**config.mk**
```make
export PLATFORM = sky130hd
export DESIGN_NAME = evmon_top
export DESIGN_NICKNAME = d
export VERILOG_FILES = /design/src/verilog/evmon_pkg.sv /design/src/verilog/evmon_top.sv /design/src/verilog/evmon_thread.sv
export SDC_FILE = /design/constraint.sdc
export NUM_CORES = 2
export LEC_CHECK = 0
export ABC_AREA = 1
export BUFFER_PORTS_ARGS = -buffer_cell sky130_fd_sc_hd__buf_2
export CAP_MARGIN = 40
export CORE_AREA = 5 5 508 510
export DETAILED_ROUTE_END_ITERATION = 8
export DIE_AREA = 0 0 513 515
export PLACE_DENSITY = 0.5
export RECOVER_POWER = 25
export SYNTH_ARGS = -nofsm -noshare
export SYNTH_HDL_FRONTEND = slang
export SYNTH_SLANG_ARGS = --single-unit
export TNS_END_PERCENT = 1
```
**constraint.sdc**
```tcl
create_clock -name CLK_IN -period 2.55 [get_ports CLK_IN]
set_input_delay 0.1275 -clock CLK_IN [delete_from_list [all_inputs] [get_ports CLK_IN]]
set_output_delay 0.1275 -clock CLK_IN [all_outputs]
set_load 0.02 [all_outputs]
```
**src/verilog/evmon_pkg.sv**
```systemverilog
// Package of addresses, field positions and timing for the event monitor unit
package evmon_pkg;
  localparam int NUM_THREADS = 4;
  localparam int CNT_W = 40;
  localparam int SEL_W = 32;
  localparam int THR_W = 2;
  localparam logic [31:0] ADDR_TIMESTAMP = 32'h0000_0010;
  localparam logic [31:0] ADDR_COUNT0 = 32'h0000_0020;
  localparam logic [31:0] ADDR_COUNT1 = 32'h0000_0021;
  localparam logic [31:0] ADDR_SELECT0 = 32'h0000_0028;
  localparam logic [31:0] ADDR_SELECT1 = 32'h0000_0029;
  localparam logic [31:0] ADDR_PREF_CTRL = 32'h0000_002c;
  localparam logic [31:0] ADDR_OVF_STATUS = 32'h0000_002d;
  localparam logic [31:0] ADDR_OVF_CLEAR = 32'h0000_002e;
  localparam logic [31:0] ADDR_MASTER_EN = 32'h0000_002f;
  localparam logic [31:0] SEL_COUNT0 = 32'h0000_0000;
  localparam logic [31:0] SEL_COUNT1 = 32'h0000_0001;
  // Selector field layout
  localparam int SEL_EN_BIT = 22;
  localparam int SEL_EVT_LSB = 0;
  localparam int SEL_EVT_W = 8;
  // Preference control field: per-counter permission bits, preference bit
  localparam int PREF_ALLOW_LSB = 0;
  localparam int PREF_BIT = 63;
  // Reset values
  localparam logic [63:0] TS_RST = 64'h0;
  localparam logic [CNT_W-1:0] CNT_RST = 40'h0;
  localparam logic [SEL_W-1:0] SEL_RST = 32'h0;
  localparam logic [63:0] PREF_RST = 64'h0;
  localparam logic [1:0] MEN_RST = 2'h0;
  // Time-read latency in core cycles (4 to 5 allowed)
  localparam int TS_READ_CYCLES = 4;
  typedef enum logic [1:0] {
    OP_CFG_READ = 2'h0,
    OP_CFG_WRITE = 2'h1,
    OP_TIME_READ = 2'h2,
    OP_EVT_READ = 2'h3
  } op_t;
  typedef enum logic [1:0] {
    ST_IDLE = 2'b00,
    ST_WAIT = 2'b01,
    ST_DONE = 2'b11
  } state_t;
endpackage

```
**src/verilog/evmon_top.sv**
```systemverilog
// Per-thread event monitor unit with shared timestamp counter
//
// Overview of operation
// - Each hardware thread owns two counters and two selectors.
// - Counters are 40 bits, at addresses 0x20 and 0x21.
// - Selectors are 32 bits, at addresses 0x28 and 0x29.
// - Counter read works at any privilege; selector 0 or 1, zero-extended.
// - Preference instruction at any privilege; operand bit clears or sets preference.
// - Preference instruction accepted only in 64-bit mode.
// - Preference only records a wish; privileged control picks affected counters.
// - Preference control register at 0x2C permits preference gating.
// - Config reads and writes only at privilege zero, 64-bit data.
// - Time read at any privilege, answers in four to five cycles.
// - Timestamp counters stay synchronized across all cores.
// - Overflow status at 0x2D, sticky bit per counter.
// - Writing ones to 0x2E clears matching overflow bits.
// - Master enable at 0x2F gates all event counting.
// - Timestamp keeps running regardless of master enable.
`timescale 1ns/1ps
`default_nettype none
module evmon_top #(
  parameter int NUM_THREADS = evmon_pkg::NUM_THREADS,
  parameter int EVT_W = 256
) (
  input wire logic CLK_IN,
  input wire logic RESET_N_IN,
  input wire logic REQ_VALID_IN,
  input wire logic [1:0] REQ_OP_IN,
  input wire logic [evmon_pkg::THR_W-1:0] REQ_THREAD_IN,
  input wire logic [1:0] REQ_PRIV_IN,
  input wire logic [31:0] SELECTOR_GPR_IN,
  input wire logic [63:0] RESULT_GPR_PAIR_IN,
  input wire logic PREF_VALID_IN,
  input wire logic [evmon_pkg::THR_W-1:0] PREF_THREAD_IN,
  input wire logic PREF_OPERAND_IN,
  input wire logic MODE64_IN,
  input wire logic TS_SYNC_IN,
  input wire logic [63:0] TS_SYNC_VALUE_IN,
  input wire logic [NUM_THREADS*EVT_W-1:0] EVENTS_IN,
  output logic REQ_READY_OUT,
  output logic RESP_VALID_OUT,
  output logic RESP_FAULT_OUT,
  output logic [63:0] RESULT_GPR_PAIR_OUT,
  output logic PREF_FAULT_OUT,
  output logic [63:0] TIMESTAMP_OUT
);
  localparam logic [2:0] TS_WAIT = 3'(evmon_pkg::TS_READ_CYCLES - 1);

  evmon_pkg::state_t state_r, state_nxt;
  logic [2:0] wait_r, wait_nxt;
  logic [63:0] ts_r, ts_nxt;
  logic [63:0] res_r, res_nxt;
  logic fault_nxt;
  logic pfault_nxt;
  logic [NUM_THREADS-1:0] twr;
  logic [NUM_THREADS-1:0] tpref;
  logic [evmon_pkg::CNT_W-1:0] c0 [NUM_THREADS];
  logic [evmon_pkg::CNT_W-1:0] c1 [NUM_THREADS];
  logic [31:0] s0 [NUM_THREADS];
  logic [31:0] s1 [NUM_THREADS];
  logic [63:0] pr [NUM_THREADS];
  logic [1:0] ov [NUM_THREADS];
  logic [1:0] me [NUM_THREADS];
  logic take;
  logic cfg_ok;
  logic ts_wr;

  // Request taken only while ready is shown, so none slips in right after reset
  assign take = REQ_VALID_IN && REQ_READY_OUT;
  assign cfg_ok = REQ_PRIV_IN == 2'h0;
  assign ts_wr = take && cfg_ok && REQ_OP_IN == evmon_pkg::OP_CFG_WRITE &&
                 SELECTOR_GPR_IN == evmon_pkg::ADDR_TIMESTAMP;

  // Write strobes per thread
  always_comb begin
    for (int t = 0; t < NUM_THREADS; t++) begin
      twr[t] = take && cfg_ok && REQ_OP_IN == evmon_pkg::OP_CFG_WRITE &&
               REQ_THREAD_IN == evmon_pkg::THR_W'(t);
      tpref[t] = PREF_VALID_IN && MODE64_IN &&
                 PREF_THREAD_IN == evmon_pkg::THR_W'(t);
    end
  end

  // Private thread state
  genvar g;
  generate
    for (g = 0; g < NUM_THREADS; g++) begin : g_thr
      evmon_thread #(.EVT_W(EVT_W)) u_thr (
        .clk_in(CLK_IN),
        .reset_n_in(RESET_N_IN),
        .events_in(EVENTS_IN[g*EVT_W +: EVT_W]),
        .wr_in(twr[g]),
        .addr_in(SELECTOR_GPR_IN),
        .wdata_in(RESULT_GPR_PAIR_IN),
        .pref_wr_in(tpref[g]),
        .pref_val_in(PREF_OPERAND_IN),
        .cnt0_out(c0[g]),
        .cnt1_out(c1[g]),
        .sel0_out(s0[g]),
        .sel1_out(s1[g]),
        .pref_out(pr[g]),
        .ovf_out(ov[g]),
        .men_out(me[g])
      );
    end
  endgenerate

  // Timestamp: free running, loaded by chip sync or config write
  always_comb begin
    ts_nxt = ts_r + 64'h1;
    if (TS_SYNC_IN) begin
      ts_nxt = TS_SYNC_VALUE_IN;
    end else if (ts_wr) begin
      ts_nxt = RESULT_GPR_PAIR_IN;
    end
  end

  // Request sequencer and read mux
  always_comb begin
    state_nxt = state_r;
    wait_nxt = wait_r;
    res_nxt = res_r;
    fault_nxt = 1'b0;
    pfault_nxt = PREF_VALID_IN && !MODE64_IN;
    case (state_r)
      evmon_pkg::ST_IDLE: begin
        if (take) begin
          state_nxt = evmon_pkg::ST_DONE;
          res_nxt = 64'h0;
          case (evmon_pkg::op_t'(REQ_OP_IN))
            evmon_pkg::OP_TIME_READ: begin
              state_nxt = evmon_pkg::ST_WAIT;
              wait_nxt = TS_WAIT;
              res_nxt = ts_r;
            end
            evmon_pkg::OP_EVT_READ: begin
              if (SELECTOR_GPR_IN == evmon_pkg::SEL_COUNT0) begin
                res_nxt = {24'h0, c0[REQ_THREAD_IN]};
              end else if (SELECTOR_GPR_IN == evmon_pkg::SEL_COUNT1) begin
                res_nxt = {24'h0, c1[REQ_THREAD_IN]};
              end else begin
                fault_nxt = 1'b1;
              end
            end
            evmon_pkg::OP_CFG_READ: begin
              if (!cfg_ok) begin
                fault_nxt = 1'b1;
              end else begin
                case (SELECTOR_GPR_IN)
                  evmon_pkg::ADDR_TIMESTAMP: res_nxt = ts_r;
                  evmon_pkg::ADDR_COUNT0: res_nxt = {24'h0, c0[REQ_THREAD_IN]};
                  evmon_pkg::ADDR_COUNT1: res_nxt = {24'h0, c1[REQ_THREAD_IN]};
                  evmon_pkg::ADDR_SELECT0: res_nxt = {32'h0, s0[REQ_THREAD_IN]};
                  evmon_pkg::ADDR_SELECT1: res_nxt = {32'h0, s1[REQ_THREAD_IN]};
                  evmon_pkg::ADDR_PREF_CTRL: res_nxt = pr[REQ_THREAD_IN];
                  evmon_pkg::ADDR_OVF_STATUS: res_nxt = {62'h0, ov[REQ_THREAD_IN]};
                  evmon_pkg::ADDR_MASTER_EN: res_nxt = {62'h0, me[REQ_THREAD_IN]};
                  default: fault_nxt = 1'b1;
                endcase
              end
            end
            default: begin
              fault_nxt = !cfg_ok;
            end
          endcase
        end
      end
      evmon_pkg::ST_WAIT: begin
        wait_nxt = wait_r - 3'h1;
        if (wait_r == 3'h1) begin
          state_nxt = evmon_pkg::ST_DONE;
        end
      end
      evmon_pkg::ST_DONE: begin
        state_nxt = evmon_pkg::ST_IDLE;
      end
      default: state_nxt = evmon_pkg::ST_IDLE;
    endcase
  end

  // Register stage
  always_ff @(posedge CLK_IN) begin
    if (!RESET_N_IN) begin
      state_r <= evmon_pkg::ST_IDLE;
      wait_r <= 3'h0;
      ts_r <= evmon_pkg::TS_RST;
      res_r <= 64'h0;
      REQ_READY_OUT <= 1'b0;
      RESP_VALID_OUT <= 1'b0;
      RESP_FAULT_OUT <= 1'b0;
      RESULT_GPR_PAIR_OUT <= 64'h0;
      PREF_FAULT_OUT <= 1'b0;
      TIMESTAMP_OUT <= evmon_pkg::TS_RST;
    end else begin
      state_r <= state_nxt;
      wait_r <= wait_nxt;
      ts_r <= ts_nxt;
      res_r <= res_nxt;
      REQ_READY_OUT <= state_nxt == evmon_pkg::ST_IDLE;
      RESP_VALID_OUT <= state_nxt == evmon_pkg::ST_DONE;
      RESP_FAULT_OUT <= state_nxt == evmon_pkg::ST_DONE &&
                        (state_r == evmon_pkg::ST_IDLE ? fault_nxt : 1'b0);
      RESULT_GPR_PAIR_OUT <= (state_nxt == evmon_pkg::ST_DONE) ? res_nxt : 64'h0;
      PREF_FAULT_OUT <= pfault_nxt;
      TIMESTAMP_OUT <= ts_nxt;
    end
  end

  property p_ts_latency;
    @(posedge CLK_IN) disable iff (!RESET_N_IN)
      (take && REQ_OP_IN == evmon_pkg::OP_TIME_READ) |-> ##[4:5] RESP_VALID_OUT;
  endproperty
  a_ts_latency: assert property (p_ts_latency) else $error("time read latency");

  property p_ts_run;
    @(posedge CLK_IN) disable iff (!RESET_N_IN)
      (!TS_SYNC_IN && !ts_wr) |=> ts_r == $past(ts_r) + 64'h1;
  endproperty
  a_ts_run: assert property (p_ts_run) else $error("timestamp stalled");

  property p_priv;
    @(posedge CLK_IN) disable iff (!RESET_N_IN)
      (take && REQ_OP_IN == evmon_pkg::OP_CFG_READ && !cfg_ok) |=> RESP_FAULT_OUT;
  endproperty
  a_priv: assert property (p_priv) else $error("unprivileged config access");

  property p_evt_read;
    @(posedge CLK_IN) disable iff (!RESET_N_IN)
      (take && REQ_OP_IN == evmon_pkg::OP_EVT_READ && SELECTOR_GPR_IN == 32'h1)
      |=> RESP_VALID_OUT && RESULT_GPR_PAIR_OUT[63:40] == 24'h0 && !RESP_FAULT_OUT;
  endproperty
  a_evt_read: assert property (p_evt_read) else $error("counter read wrong");

  property p_mode64;
    @(posedge CLK_IN) disable iff (!RESET_N_IN)
      (PREF_VALID_IN && !MODE64_IN) |=> PREF_FAULT_OUT;
  endproperty
  a_mode64: assert property (p_mode64) else $error("preference outside 64-bit");
endmodule
`default_nettype wire

```
**src/verilog/evmon_thread.sv**
```systemverilog
// One thread's private counters, selectors, preference, status and enable
`timescale 1ns/1ps
`default_nettype none
module evmon_thread #(
  parameter int CNT_W = evmon_pkg::CNT_W,
  parameter int EVT_W = 256
) (
  input wire logic clk_in,
  input wire logic reset_n_in,
  input wire logic [EVT_W-1:0] events_in,
  input wire logic wr_in,
  input wire logic [31:0] addr_in,
  input wire logic [63:0] wdata_in,
  input wire logic pref_wr_in,
  input wire logic pref_val_in,
  output logic [CNT_W-1:0] cnt0_out,
  output logic [CNT_W-1:0] cnt1_out,
  output logic [31:0] sel0_out,
  output logic [31:0] sel1_out,
  output logic [63:0] pref_out,
  output logic [1:0] ovf_out,
  output logic [1:0] men_out
);
  logic [CNT_W-1:0] cnt_r [2];
  logic [CNT_W-1:0] cnt_nxt [2];
  logic [31:0] sel_r [2];
  logic [31:0] sel_nxt [2];
  logic [63:0] pref_r, pref_nxt;
  logic [1:0] ovf_r, ovf_nxt;
  logic [1:0] men_r, men_nxt;
  logic [1:0] inc;
  logic [1:0] wrap;

  // Next-state of all per-thread state
  always_comb begin
    pref_nxt = pref_r;
    men_nxt = men_r;
    ovf_nxt = ovf_r;
    for (int i = 0; i < 2; i++) begin
      logic [7:0] evn;
      logic allow;
      evn = sel_r[i][evmon_pkg::SEL_EVT_LSB +: evmon_pkg::SEL_EVT_W];
      // Preference gates a counter only where privileged control allows it
      allow = pref_r[evmon_pkg::PREF_ALLOW_LSB + i];
      inc[i] = men_r[i] && sel_r[i][evmon_pkg::SEL_EN_BIT] && events_in[evn] &&
               (!allow || pref_r[evmon_pkg::PREF_BIT]);
      wrap[i] = inc[i] && (cnt_r[i] == {CNT_W{1'b1}});
      cnt_nxt[i] = inc[i] ? cnt_r[i] + 1'b1 : cnt_r[i];
      sel_nxt[i] = sel_r[i];
    end
    if (wr_in) begin
      case (addr_in)
        evmon_pkg::ADDR_COUNT0: cnt_nxt[0] = wdata_in[CNT_W-1:0];
        evmon_pkg::ADDR_COUNT1: cnt_nxt[1] = wdata_in[CNT_W-1:0];
        evmon_pkg::ADDR_SELECT0: sel_nxt[0] = wdata_in[31:0];
        evmon_pkg::ADDR_SELECT1: sel_nxt[1] = wdata_in[31:0];
        evmon_pkg::ADDR_PREF_CTRL: pref_nxt = wdata_in;
        evmon_pkg::ADDR_OVF_CLEAR: ovf_nxt = ovf_r & ~wdata_in[1:0];
        evmon_pkg::ADDR_MASTER_EN: men_nxt = wdata_in[1:0];
        default: ;
      endcase
    end
    // Preference instruction only records the wish bit
    if (pref_wr_in) begin
      pref_nxt[evmon_pkg::PREF_BIT] = pref_val_in;
    end
    // Overflow set wins over a same-cycle clear
    ovf_nxt = ovf_nxt | wrap;
  end

  // Register stage
  always_ff @(posedge clk_in) begin
    if (!reset_n_in) begin
      cnt_r[0] <= evmon_pkg::CNT_RST;
      cnt_r[1] <= evmon_pkg::CNT_RST;
      sel_r[0] <= evmon_pkg::SEL_RST;
      sel_r[1] <= evmon_pkg::SEL_RST;
      pref_r <= evmon_pkg::PREF_RST;
      ovf_r <= 2'h0;
      men_r <= evmon_pkg::MEN_RST;
    end else begin
      cnt_r <= cnt_nxt;
      sel_r <= sel_nxt;
      pref_r <= pref_nxt;
      ovf_r <= ovf_nxt;
      men_r <= men_nxt;
    end
  end

  assign cnt0_out = cnt_r[0];
  assign cnt1_out = cnt_r[1];
  assign sel0_out = sel_r[0];
  assign sel1_out = sel_r[1];
  assign pref_out = pref_r;
  assign ovf_out = ovf_r;
  assign men_out = men_r;

  property p_ovf_sticky;
    @(posedge clk_in) disable iff (!reset_n_in)
      (ovf_r[0] && !(wr_in && addr_in == evmon_pkg::ADDR_OVF_CLEAR && wdata_in[0]))
      |=> ovf_r[0];
  endproperty
  a_ovf_sticky: assert property (p_ovf_sticky) else $error("overflow bit lost");

  property p_ovf_clear;
    @(posedge clk_in) disable iff (!reset_n_in)
      (wr_in && addr_in == evmon_pkg::ADDR_OVF_CLEAR && wdata_in[1] && !wrap[1])
      |=> !ovf_r[1];
  endproperty
  a_ovf_clear: assert property (p_ovf_clear) else $error("overflow not cleared");

  property p_master_stop;
    @(posedge clk_in) disable iff (!reset_n_in)
      (men_r == 2'h0 && !wr_in) |=> (cnt_r[0] == $past(cnt_r[0]));
  endproperty
  a_master_stop: assert property (p_master_stop) else $error("counted while disabled");

  property p_wrap;
    @(posedge clk_in) disable iff (!reset_n_in)
      (inc[0] && cnt_r[0] == {CNT_W{1'b1}} && !wr_in) |=> (cnt_r[0] == '0 && ovf_r[0]);
  endproperty
  a_wrap: assert property (p_wrap) else $error("wrap failed");

  property p_pref;
    @(posedge clk_in) disable iff (!reset_n_in)
      pref_wr_in |=> (pref_r[evmon_pkg::PREF_BIT] == $past(pref_val_in));
  endproperty
  a_pref: assert property (p_pref) else $error("preference bit wrong");
endmodule
`default_nettype wire

```
==> results.md <==
- Detailed-route via count: 111000
- Clk buf depth: 3
- First-pass GRT wire length: 737 mm
- RePlAce Congestion: 1.06
- # rows: 185
- Synth Cell Area: 0.0805 sq mm
- Tcrit/Tclk final: 1.11
- Post-synth EDFFs: 0
- Final ANT Viol Nets: 0
- Setup crit end: ts_r[51]
- Die area: 0.264 sq mm
- Num CTS Buffers: 134
- Vias/cell: 5.69
- Final setup fails: 132
- Worst skew pair latency: 0.83 ns
- Clk root buf: clkbuf_16
- Fin. max-slew vios: 0
- GRT overflow: 0
- Clock slew at reported path FFs: 0.06 ns
- Final wirelength: 535 mm
- Setup ws final: -0.273 ns
- GRT Total Usage: 0.377
- Rel. slew slack: 0.337
- Top cells by count, synth: 3916 x nand2_1, 2674 x nand3_1, 1330 x inv_1
- Worst r2r dst: ts_r[51]
- CTS tree: done
- Initial drt markers: 14800
- CP Data Arrival Time: 3.55 ns
- Worst flop-to-flop path startpoint: ts_r[23]
- CP Launch Type: flip-flop
- Worst min-delay path category: input port to flip-flop
- Max Clk Rate: 354 MHz
- Net count after synthesis: 15100
- H-tree depth: 4
- Wire per inst: 27.5 um
- CP startpoint: ts_r[23]
- Mapped Avg Cell Area: 5.81 sq um
- Worst Path Max Fanout: 5
- Synthesis-stage register bit count: 1049
- Leakage power: 0.0490 uW
- Status: finished, violations left
- Number of buffers added on ports: 1330
- Initial Utilization: 0.318
- Max VDD drop: 0.475 mV
- Initial antenna violation count: 116
- Min Clock Period, post-route: 2.82 ns
- Failing checks: setup timing
- Max-cap violations: 0
- Die span in y: 515 um
- CP endpoint kind: flip-flop
- Count leader, synth: nand2_1
- Yosys top cell area share: 0.261
- Detailed placement HPWL: 410 mm
- Nets: 17100
- Die W: 513 um
- Vias in the first global route: 100000
- RSZ-0062 raised after global routing: true
- Proportion of layout cells with a drive suffix above 1: 0.196
- Total negative slack: -8.15 ns
- Reg2Reg Depth: 11
- Crit Path Class: flip-flop to flip-flop
- Required time worst endpoint: 3.27 ns
- Pin count of the biggest net entering global routing: 124
- Clk sink count: 1049
- Gate Count Post-Synth: 13900
- Ys Warns: 0
- R2R setup slack: -0.27 ns
- Actual slew at the worst max-slew pin: 0.995 ns
- Final hold violation count: 0
- DRT Pass-1 Iters: 8
- Syn-to-layout area delta: 35.9%
- Worst Clk Skew: 0.0503 ns
- Core area: 0.253 sq mm
- Top post-synthesis cells by area: dfxtp_1 26%, nand2_1 18%, nand3_1 17%, inv_1 6.2%, o21ai_0 5.2%
- Asr flop ratio synth: 0
- Synth unique cells: 51
- Synth Flop Type: dfxtp_1
- Setup Slack @ Placement: -0.488 ns
- Sequential share of the synthesized area: 0.261
- DRC: 0
- # IOs: 1331
- Pwr/cell area: 401 mW/mm^2
- Yosys top cell by area: dfxtp_1
layout by cell type, fill, tap and decap left out, types with 87 or more instances in the layout:
master	n
o21ai_0	817
nor4_1	106
o22ai_1	323
clkbuf_16	168
nor2_1	488
dfxtp_1	1029
nand3_2	114
xor2_1	247
diode_2	89
inv_1	1322
a21oi_1	703
dlygate4sd3_1	189
a221oi_1	94
buf_2	1205
nor3_1	168
o211ai_1	87
buf_12	241
buf_4	1064
nand3_1	2551
nand2_1	3864
nand4_1	382
clkbuf_1	167
flip-flops by register name, indices dropped and copies added (netlist names), 2 cells and up:
name	flops
g_thr.u_thr.ovf_out	8
g_thr.u_thr.cnt1_out	160
res_r	64
g_thr.u_thr.cnt0_out	160
state_r	2
g_thr.u_thr.sel1_out	128
g_thr.u_thr.sel0_out	128
g_thr.u_thr.pref_out	256
RESULT_GPR_PAIR_OUT	64
ts_r	64
wait_r	3
g_thr.u_thr.men_out	8
per-stage QoR:
stage	utilization	hold WS [ns]	power [uW]	cells	area, sq um
after floorplan	-	0.199	19100	13900	80500
final	0.433	0.0915	43900	19400	109000
after CTS	0.425	0.00667	43800	19300	107000
after global placement	0.396	0.303	23300	18800	100000
after global routing	0.432	0.0433	45000	19400	109000
after detailed placement	0.396	0.304	23300	18800	100000
worst min path at each step:
stage,slack (ns),cells past startpoint,startpoint,to
3_5_place_dp,0.30,2,MODE64_IN,PREF_FAULT_OUT
2_1_floorplan,0.20,1,MODE64_IN,PREF_FAULT_OUT
5_1_grt,0.04,3,RESULT_GPR_PAIR_IN[37],g_thr[1].u_thr.pref_out[37]
4_1_cts,0.007,3,RESULT_GPR_PAIR_IN[37],g_thr[1].u_thr.pref_out[37]
6_report,0.09,3,RESULT_GPR_PAIR_IN[37],g_thr[2].u_thr.pref_out[37]
3_3_place_gp,0.30,2,MODE64_IN,PREF_FAULT_OUT
critical path, stage by stage, from the launching register on:
cell and delay [ns]:
dfxtp_1 0.38, clkbuf_1 0.60, nand4_1 0.31, inv_1 0.17, nand3_1 0.09, nor3_1 0.29
nand2_1 0.19, nor2_1 0.16, nand2_1 0.08, xor2_1 0.22, nand2_1 0.09, a31oi_1 0.17
kinds of logic (layout without fill, tap and decap cells):
family                     count (synthesis)  in the layout  share of synthesized area
adders and majority gates                 11             11                    0.00171
and+or+nand+nor                         7815           7816                      0.427
xor gates and xnor gates                 314            314                     0.0341
other                                      0             89                          0
AOI/OAI and AO/OA                       2207           2207                      0.154
DFF                                     1049           1049                      0.261
buffers and inverters                   2478           4576                      0.122
where the power goes:
part | internal (uW) | switching (uW) | total (uW) | leakage [uW]
logic | 2470 | 4570 | 7040 | 0.0382
clock network | 11800 | 8470 | 20300 | 0.00227
registers | 16500 | 88.1 | 16600 | 0.00847
per-layer routing:
| metal | global-route usage | part of all wire |
|---|---|---|
| met5 | 0 | 0.00027 |
| met4 | 0.241 | 0.075 |
| met3 | 0.0780 | 0.10 |
| met2 | 0.575 | 0.43 |
| met1 | 0.484 | 0.39 |
final cells by class:
type / instances / area (sq um)
multi-input combinational: 10300 / 50800
fill: 27700 / 144000
timing repair buffer: 2930 / 23100
clock inverter: 43 / 776
antenna: 89 / 223
inverter: 1406 / 5360
sequential: 1049 / 21000
clock buffer: 197 / 3910
tap: 3366 / 4210
timing repair:
| action | CTS | global route |
|---|---|---|
| endpoints found under the setup margin | 234 | 340 |
| hold buffers | 189 | 0 |
| pin swaps | 11 | 57 |
| gates cloned | 9 | 34 |
| setup buffers | 7 | 19 |
| endpoints found under the hold margin | 628 | 0 |
| gates resized for setup | 66 | 266 |
(Power assumes the default switching activity.)
